### config.mk
export PLATFORM = sky130hd
export DESIGN_NAME = dic_top
export DESIGN_NICKNAME = d
export VERILOG_FILES = /design/src/rtl/dic_level.v /design/src/rtl/dic_sync.v /design/src/rtl/dic_top.v
export VERILOG_INCLUDE_DIRS = /design/src /design/src/include
export SDC_FILE = /design/constraint.sdc
export NUM_CORES = 1
export LEC_CHECK = 0
export BUFFER_PORTS_ARGS = -buffer_cell sky130_fd_sc_hd__buf_2
export CORE_MARGIN = 4
export CORE_UTILIZATION = 47
export CTS_BUF_LIST = sky130_fd_sc_hd__clkbuf_16
export CTS_CLUSTER_DIAMETER = 50
export CTS_CLUSTER_SIZE = 30
export DETAILED_ROUTE_END_ITERATION = 12
export PLACE_DENSITY = 0.81
export SYNTH_ARGS = -nofsm -noshare
export SYNTH_HDL_FRONTEND = slang
export SYNTH_SLANG_ARGS = --single-unit
### constraint.sdc
create_clock -name clock_i -period 1.34 [get_ports clock_i]
set_input_delay 0 -clock clock_i [delete_from_list [all_inputs] [get_ports clock_i]]
set_output_delay 0 -clock clock_i [all_outputs]
set_load 0.01 [all_outputs]
### src/include/dic_regs.vh
// register map, field positions and reset values of the dual level interrupt controller
`ifndef DIC_REGS_VH
`define DIC_REGS_VH

// register byte offsets on the plain register port
`define DIC_ADDR_W 8
`define DIC_OFS_NRM_RAW 8'h00
`define DIC_OFS_NRM_EN 8'h04
`define DIC_OFS_NRM_CLR 8'h08
`define DIC_OFS_NRM_STA 8'h0c
`define DIC_OFS_FST_RAW 8'h10
`define DIC_OFS_FST_EN 8'h14
`define DIC_OFS_FST_CLR 8'h18
`define DIC_OFS_FST_STA 8'h1c
`define DIC_OFS_SWI_CFG 8'h20

// data width and reset values
`define DIC_DATA_W 32
`define DIC_RST_WORD 32'h00000000
`define DIC_RST_BIT 1'h0

// shared bit positions of every register of both levels
`define DIC_BIT_ANY 0
`define DIC_BIT_SWI 1
`define DIC_BIT_TMR0 2
`define DIC_BIT_TMR1 3
`define DIC_BIT_TMR2 4
`define DIC_BIT_TMR3 5
`define DIC_BIT_LIN 7
`define DIC_BIT_FLASH 8
`define DIC_BIT_PLL 9
`define DIC_BIT_ADC 10
`define DIC_BIT_UART 11
`define DIC_BIT_SPI 12
`define DIC_BIT_EXTERNAL_PIN_REQUEST_0 13
`define DIC_BIT_XIRQ1 14
`define DIC_BIT_HV 16
`define DIC_BIT_XIRQ4 17
`define DIC_BIT_XIRQ5 18

// positions that hold a real source: 2-5, 7-14, 16-18
`define DIC_SRC_MASK 32'h00077fbc

// programmed interrupt configuration fields
`define DIC_SWI_NRM 1
`define DIC_SWI_FST 2
`define DIC_SWI_MASK 32'h00000006

`endif

### src/rtl/dic_level.v
// one request level: enable mask, raw and masked status, request output
`timescale 1ns/1ps
`default_nettype none
`include "dic_regs.vh"

module dic_level #(
   parameter W = 32,
   parameter OR_LSB = 0
) (
   // clock and reset
   input wire clock_i,
   input wire resetn_i,
   // captured peripheral requests and programmed request
   input wire [W-1:0] src_i,
   input wire swi_i,
   // mask updates: own set, own clear, set seen on the other level
   input wire [W-1:0] set_i,
   input wire [W-1:0] clr_i,
   input wire [W-1:0] xset_i,
   // register views and request
   output reg [W-1:0] en_o,
   output reg [W-1:0] raw_o,
   output reg [W-1:0] sta_o,
   output reg req_o
);

   reg [W-1:0] en_d;

   // set wins over own clear and other-level set; strobes never coincide on one level
   always @* begin
      en_d = (en_o & ~clr_i & ~xset_i) | set_i;
      en_d = en_d & `DIC_SRC_MASK;
   end

   // masks start cleared so no request leaves before setup
   always @(posedge clock_i) begin
      if (!resetn_i) begin
         en_o <= `DIC_RST_WORD;
      end else begin
         en_o <= en_d;
      end
   end

   // raw and status views, programmed bit bypasses the mask
   always @* begin
      raw_o = src_i & `DIC_SRC_MASK;
      raw_o[`DIC_BIT_SWI] = swi_i;
      raw_o[`DIC_BIT_ANY] = |raw_o[W-1:1];
      sta_o = raw_o & en_o;
      sta_o[`DIC_BIT_SWI] = swi_i;
      sta_o[`DIC_BIT_ANY] = |sta_o[W-1:1];
   end

   // plain or of status, no priority, no vector
   always @(posedge clock_i) begin
      if (!resetn_i) begin
         req_o <= `DIC_RST_BIT;
      end else begin
         req_o <= |sta_o[W-1:OR_LSB];
      end
   end

endmodule // dic_level
`default_nettype wire

### src/rtl/dic_sync.v
// two flop synchroniser for request pins arriving from outside the clock domain
`timescale 1ns/1ps
`default_nettype none
`include "dic_regs.vh"

module dic_sync #(
   parameter W = 5
) (
   // clock and reset
   input wire clock_i,
   input wire resetn_i,
   // asynchronous levels in, synchronised levels out
   input wire [W-1:0] async_i,
   output wire [W-1:0] sync_o
);

   reg [W-1:0] meta_q;
   reg [W-1:0] sync_q;

   // first stage is read only by the second stage
   always @(posedge clock_i) begin
      if (!resetn_i) begin
         meta_q <= {W{`DIC_RST_BIT}};
         sync_q <= {W{`DIC_RST_BIT}};
      end else begin
         meta_q <= async_i;
         sync_q <= meta_q;
      end
   end

   assign sync_o = sync_q;

endmodule // dic_sync
`default_nettype wire

### src/rtl/dic_top.v
// dual level interrupt controller: source capture, registers, normal and fast requests
`timescale 1ns/1ps
`default_nettype none
`include "dic_regs.vh"

module dic_top #(
   parameter DW = `DIC_DATA_W,
   parameter AW = `DIC_ADDR_W,
   parameter NPIN = 5
) (
   // clock and reset
   input wire clock_i,
   input wire resetn_i,
   // register port
   input wire [AW-1:0] reg_addr_i,
   input wire [DW-1:0] reg_wdata_i,
   input wire reg_write_i,
   input wire reg_read_i,
   output wire [DW-1:0] reg_rdata_o,
   // on-chip peripheral requests, same clock
   input wire timer0_req_i,
   input wire timer1_req_i,
   input wire timer2_req_i,
   input wire timer3_req_i,
   input wire lin_req_i,
   input wire flash_req_i,
   input wire pll_lock_req_i,
   input wire adc_req_i,
   input wire uart_req_i,
   input wire spi_req_i,
   // pin driven requests, asynchronous
   input wire external_pin_request_0_i,
   input wire external_pin_request_1_i,
   input wire high_voltage_req_i,
   input wire external_pin_request_4_i,
   input wire external_pin_request_5_i,
   // requests to the core
   output wire normal_request_o,
   output wire fast_request_o,
   // start of every assertion of each raw source, for time capture
   output wire [DW-1:0] source_rise_o
);

   // address match on the register port
   function hit;
      input [AW-1:0] addr;
      input [AW-1:0] ofs;
      begin
         hit = (addr == ofs);
      end
   endfunction

   // keep only the bits that hold a real source
   function [DW-1:0] src_only;
      input [DW-1:0] word;
      begin
         src_only = word & `DIC_SRC_MASK;
      end
   endfunction

   wire [NPIN-1:0] pin_async;
   wire [NPIN-1:0] pin_sync;
   reg [DW-1:0] src_d;
   reg [DW-1:0] src_q;
   reg [DW-1:0] raw_prev_q;
   reg [DW-1:0] rise_q;
   reg [DW-1:0] swi_q;
   reg [DW-1:0] rdata_q;
   reg [DW-1:0] rdata_d;
   wire wr_nrm_en;
   wire wr_nrm_clr;
   wire wr_fst_en;
   wire wr_fst_clr;
   wire wr_swi;
   wire [DW-1:0] nrm_set;
   wire [DW-1:0] nrm_clr;
   wire [DW-1:0] fst_set;
   wire [DW-1:0] fst_clr;
   wire [DW-1:0] nrm_en;
   wire [DW-1:0] nrm_raw;
   wire [DW-1:0] nrm_sta;
   wire [DW-1:0] fst_en;
   wire [DW-1:0] fst_raw;
   wire [DW-1:0] fst_sta;
   wire nrm_req;
   wire fst_req;

   // pins come from outside the clock domain
   assign pin_async[0] = external_pin_request_0_i;
   assign pin_async[1] = external_pin_request_1_i;
   assign pin_async[2] = high_voltage_req_i;
   assign pin_async[3] = external_pin_request_4_i;
   assign pin_async[4] = external_pin_request_5_i;

   dic_sync #(
      .W(NPIN)
   ) u_pin_sync (
      .clock_i(clock_i),
      .resetn_i(resetn_i),
      .async_i(pin_async),
      .sync_o(pin_sync)
   );

   // each source lands on its fixed position
   always @* begin
      src_d = `DIC_RST_WORD;
      src_d[`DIC_BIT_TMR0] = timer0_req_i;
      src_d[`DIC_BIT_TMR1] = timer1_req_i;
      src_d[`DIC_BIT_TMR2] = timer2_req_i;
      src_d[`DIC_BIT_TMR3] = timer3_req_i;
      src_d[`DIC_BIT_LIN] = lin_req_i;
      src_d[`DIC_BIT_FLASH] = flash_req_i;
      src_d[`DIC_BIT_PLL] = pll_lock_req_i;
      src_d[`DIC_BIT_ADC] = adc_req_i;
      src_d[`DIC_BIT_UART] = uart_req_i;
      src_d[`DIC_BIT_SPI] = spi_req_i;
      src_d[`DIC_BIT_EXTERNAL_PIN_REQUEST_0] = pin_sync[0];
      src_d[`DIC_BIT_XIRQ1] = pin_sync[1];
      src_d[`DIC_BIT_HV] = pin_sync[2];
      src_d[`DIC_BIT_XIRQ4] = pin_sync[3];
      src_d[`DIC_BIT_XIRQ5] = pin_sync[4];
   end

   // capture stage: a request shorter than one clock may be missed
   always @(posedge clock_i) begin
      if (!resetn_i) begin
         src_q <= `DIC_RST_WORD;
      end else begin
         src_q <= src_only(src_d);
      end
   end

   // write decode, one strobe per cycle by bus contract
   assign wr_nrm_en = reg_write_i && hit(reg_addr_i, `DIC_OFS_NRM_EN);
   assign wr_nrm_clr = reg_write_i && hit(reg_addr_i, `DIC_OFS_NRM_CLR);
   assign wr_fst_en = reg_write_i && hit(reg_addr_i, `DIC_OFS_FST_EN);
   assign wr_fst_clr = reg_write_i && hit(reg_addr_i, `DIC_OFS_FST_CLR);
   assign wr_swi = reg_write_i && hit(reg_addr_i, `DIC_OFS_SWI_CFG);

   // bits 0, 1 and reserved positions are dropped here
   assign nrm_set = wr_nrm_en ? src_only(reg_wdata_i) : `DIC_RST_WORD;
   assign nrm_clr = wr_nrm_clr ? src_only(reg_wdata_i) : `DIC_RST_WORD;
   assign fst_set = wr_fst_en ? src_only(reg_wdata_i) : `DIC_RST_WORD;
   assign fst_clr = wr_fst_clr ? src_only(reg_wdata_i) : `DIC_RST_WORD;

   // programmed interrupt configuration, only its two fields are kept
   always @(posedge clock_i) begin
      if (!resetn_i) begin
         swi_q <= `DIC_RST_WORD;
      end else if (wr_swi) begin
         swi_q <= reg_wdata_i & `DIC_SWI_MASK;
      end
   end

   // normal level; a fast enable set knocks the bit out here
   dic_level #(
      .W(DW),
      .OR_LSB(0)
   ) u_normal (
      .clock_i(clock_i),
      .resetn_i(resetn_i),
      .src_i(src_q),
      .swi_i(swi_q[`DIC_SWI_NRM]),
      .set_i(nrm_set),
      .clr_i(nrm_clr),
      .xset_i(fst_set),
      .en_o(nrm_en),
      .raw_o(nrm_raw),
      .sta_o(nrm_sta),
      .req_o(nrm_req)
   );

   // fast level, same structure, or taken over bits 31:1
   dic_level #(
      .W(DW),
      .OR_LSB(1)
   ) u_fast (
      .clock_i(clock_i),
      .resetn_i(resetn_i),
      .src_i(src_q),
      .swi_i(swi_q[`DIC_SWI_FST]),
      .set_i(fst_set),
      .clr_i(fst_clr),
      .xset_i(nrm_set),
      .en_o(fst_en),
      .raw_o(fst_raw),
      .sta_o(fst_sta),
      .req_o(fst_req)
   );

   // requests ignore the core's own disable bits
   assign normal_request_o = nrm_req;
   assign fast_request_o = fst_req;

   // rising edge of raw sources, one cycle pulse
   always @(posedge clock_i) begin
      if (!resetn_i) begin
         raw_prev_q <= `DIC_RST_WORD;
         rise_q <= `DIC_RST_WORD;
      end else begin
         raw_prev_q <= src_q;
         rise_q <= src_q & ~raw_prev_q;
      end
   end

   assign source_rise_o = rise_q;

   // read mux; clear registers and unmapped offsets read zero
   always @* begin
      rdata_d = `DIC_RST_WORD;
      if (hit(reg_addr_i, `DIC_OFS_NRM_RAW)) begin
         rdata_d = nrm_raw;
      end else if (hit(reg_addr_i, `DIC_OFS_NRM_EN)) begin
         rdata_d = nrm_en;
      end else if (hit(reg_addr_i, `DIC_OFS_NRM_STA)) begin
         rdata_d = nrm_sta;
      end else if (hit(reg_addr_i, `DIC_OFS_FST_RAW)) begin
         rdata_d = fst_raw;
      end else if (hit(reg_addr_i, `DIC_OFS_FST_EN)) begin
         rdata_d = fst_en;
      end else if (hit(reg_addr_i, `DIC_OFS_FST_STA)) begin
         rdata_d = fst_sta;
      end else if (hit(reg_addr_i, `DIC_OFS_SWI_CFG)) begin
         rdata_d = swi_q;
      end
   end

   // read data stand only in the cycle after the strobe
   always @(posedge clock_i) begin
      if (!resetn_i) begin
         rdata_q <= `DIC_RST_WORD;
      end else if (reg_read_i) begin
         rdata_q <= rdata_d;
      end else begin
         rdata_q <= `DIC_RST_WORD;
      end
   end

   assign reg_rdata_o = rdata_q;

endmodule // dic_top
`default_nettype wire
==> run metrics <==
DIE AREA=11,000 um2; CTS tree=done; layout cells sized above 1=0.312; leakage=2.66 nW; crit path from=src_q[13]; mux cell area share after synthesis=0.0150; clock latency on the worst-skew pair=0.35 ns; Setup CP Type=reg -> reg; RSZ-0062 raised after global routing=yes; synth warn=0; actual slew at the worst max-slew pin=0.514 ns; CTS H-tree depth=3; initial antenna violation count=0; cts bufs inserted=9; Crit path required time=1.58 ns; grt peak-use layer=met2; CTS Sinks=106; Yosys reg bits=106; WL per Instance=16.6 um; Final Setup Violations=1; largest net degree at the start of global routing=43; register area share after synthesis=0.479; Die Ht=105 um; post-route cell area=6040 um2; Rows=35; CTS Buffer Depth=2; antenna viol nets, final=0; Remaining DRCs=0; grt total ovfl=0; Post-Synth Adder-Cell Area=0; synthesized area=4430 um2; area occupied by registers=2140 um2; Period Utilization, post-route=1.04; Final WS setup=-0.0520 ns; Ports=125; clock slew at reported path FFs=0.07 ns; RR Startpoint=src_q[13]; Die Span X=105 um; combinational family with the most area after synthesis=simple AND/OR/NAND/NOR gates; GR Layer Usage met3=0.0513; Post-Synth Simple-Gate Area=0.231; asr flop ratio synth=0; critical path capture point type=register; Post-Route Skew=0.00671 ns; CP max FO=4; failing checks=negative setup slack; vias in the first global route=4,014; total number of vias=4,209; Slew Limit Fails=0; Avg Inst Size Synth=9.36 um2; drt first pass iters=5; area of the multi-input gates=2130 um2; placed cells=708; CP cell instances=a22oi_2 > nand4_1 > nor3_4 > a311oi_1 > a21o_1; Primary FF master, synth=dfxtp_1; starting density of the core=0.482; Cell Area, Placed=5310 um2; startpoint types=register; relative slew slack=0.657; Area Overhead vs Synth=36.4%; most frequent cells in the layout=95 x dfxtp_1, 76 x buf_2, 72 x buf_4; core box area=9200 um2; CP top delay family=compound AO/OA/AOI/OAI gates; Largest stage delay, worst path=0.37 ns; max-cap viol count=0; Post-synth EDFFs=0; first-pass GRT wire length=19,800 um; Crit-path slowest cell=dfxtp_4; fmax=718 MHz; post-synth cell types=45; Hold Startpoint=resetn_i; Non-Filler Instances=756; Starting DRT DRC Count=386; fill count=732; global-route usage over all layers=0.222; final WL=12,500 um; Synth Area in Compound Gates=0.188; final hold violations=0; Synth Area in XOR/XNOR=0; worst path bufs/invs=0; PortBufs=76; GP Congestion=0.950; number of inserted diodes=0; GR Util met2=0.371; post-layout min period=1.39 ns; HP Class=in -> reg; status=finished with violations; GR Util met1=0.273; Mapped Cells=473; Worst VDD drop=587 uV; vias per cell=5.57; most common cell after layout, fill and taps aside=dfxtp_1; CTS Root Cell=clkbuf_16; # nets final=700; DP Wirelength=8820 um; pwr dens=1060 nW/um2; WP data arrival=1.63 ns
-- Yosys cell counts (all sizes together), types with 5 or more instances --
cell type	instances	area share
a21oi	6	0.0068
a221oi	9	0.018
a32oi	9	0.018
nor2b	34	0.048
nand4	5	0.0071
and2	42	0.059
dfxtp	106	0.48
nand2	49	0.042
clkbuf	14	0.012
nor3	7	0.0090
buf	44	0.070
nor4	6	0.0099
nor2	12	0.011
a22oi	28	0.047
o21ai	19	0.021
a32o	15	0.034
nand2b	10	0.014
o22ai	8	0.011
and3	10	0.014
a21o	9	0.015
mux2	5	0.013
-- worst reg2reg max path: stages (launching register included) --
cell and delay, ns:
dfxtp_4 0.37, a22oi_2 0.19, nand4_1 0.17, nor3_4 0.25, a311oi_1 0.11, a21o_1 0.19
-- sequential cells by signal, summed over array words and instances, names as in the netlist --
name,count
reg_rdata_o,17
raw_prev_q,15
source_rise_o,15
src_q,15
u_fast.en_o,15
u_normal.en_o,15
u_pin_sync.meta_q,5
u_pin_sync.sync_o,5
swi_q,2
u_fast.req_o,1
u_normal.req_o,1
-- report_power, final --
| part | total [W] | leakage, nW | switching, W | internal (W) |
|---|---|---|---|---|
| registers | 0.00326 | 0.867 | 0.0000482 | 0.00321 |
| logic | 0.000566 | 1.65 | 0.000292 | 0.000274 |
| clock network | 0.00259 | 0.139 | 0.00115 | 0.00144 |
| total | 0.00642 | 2.66 | 0.00149 | 0.00493 |
-- stage by stage --
| step | utilization | TNS (ns) | worst slack [ns] | total power (W) | hold WS (ns) |
|---|---|---|---|---|---|
| after global routing | 0.657 | -0.169 | -0.158 | 0.00662 | 0.0637 |
| final | 0.657 | -0.0520 | -0.0520 | 0.00642 | 0.0567 |
| after detailed placement | 0.578 | -7.19 | -0.276 | 0.00379 | 0.212 |
| after floorplan | - | -0.511 | -0.0511 | 0.00362 | 0.126 |
| after CTS | 0.649 | -0.00365 | -0.00365 | 0.00643 | 0.0490 |
| after global placement | 0.578 | -6.34 | -0.229 | 0.00378 | 0.208 |
-- routing by layer --
metal / part of all wire / vias to the layer above
met1: 0.40 / 1982
met5: 0 / -
met3: 0.097 / 19
met2: 0.49 / 258
li1: - / 1950
met4: 0.017 / 0
-- kinds of logic (layout without fill, tap and decap cells) --
| family | count (synthesis) | count (layout) |
|---|---|---|
| buf+inv | 62 | 203 |
| compound gates | 112 | 112 |
| simple gates | 186 | 186 |
| other cells | 1 | 32 |
| flops | 106 | 106 |
| mux | 6 | 6 |
-- worst paths after layout --
path	end	slack (ns)	depth (start not counted)
worst max-delay path	reg_rdata_o[0]	-0.05	5
worst min register to register	source_rise_o[8]	0.38	1
worst min-delay path	u_fast.req_o	0.06	2
worst max register to register	reg_rdata_o[0]	-0.05	5
-- area by class of cell --
cell class,count,share of cell area
clock buffers,9,0.0373
clock inverters,6,0.0108
inverters,4,0.00249
multi-input cells,336,0.353
flip-flops and latches,106,0.355
well taps,111,0.0230
repair buffers,184,0.219
-- repair_timing --
action | in CTS | in global routing
pin swaps | 3 | 7
hold buffers | 32 | 0
endpoints found under the setup margin | 3 | 8
setup buffers | 1 | 1
endpoints found under the hold margin | 42 | 0
gates resized for setup | 11 | 18
No activity file was read; power rests on OpenSTA's default activity.
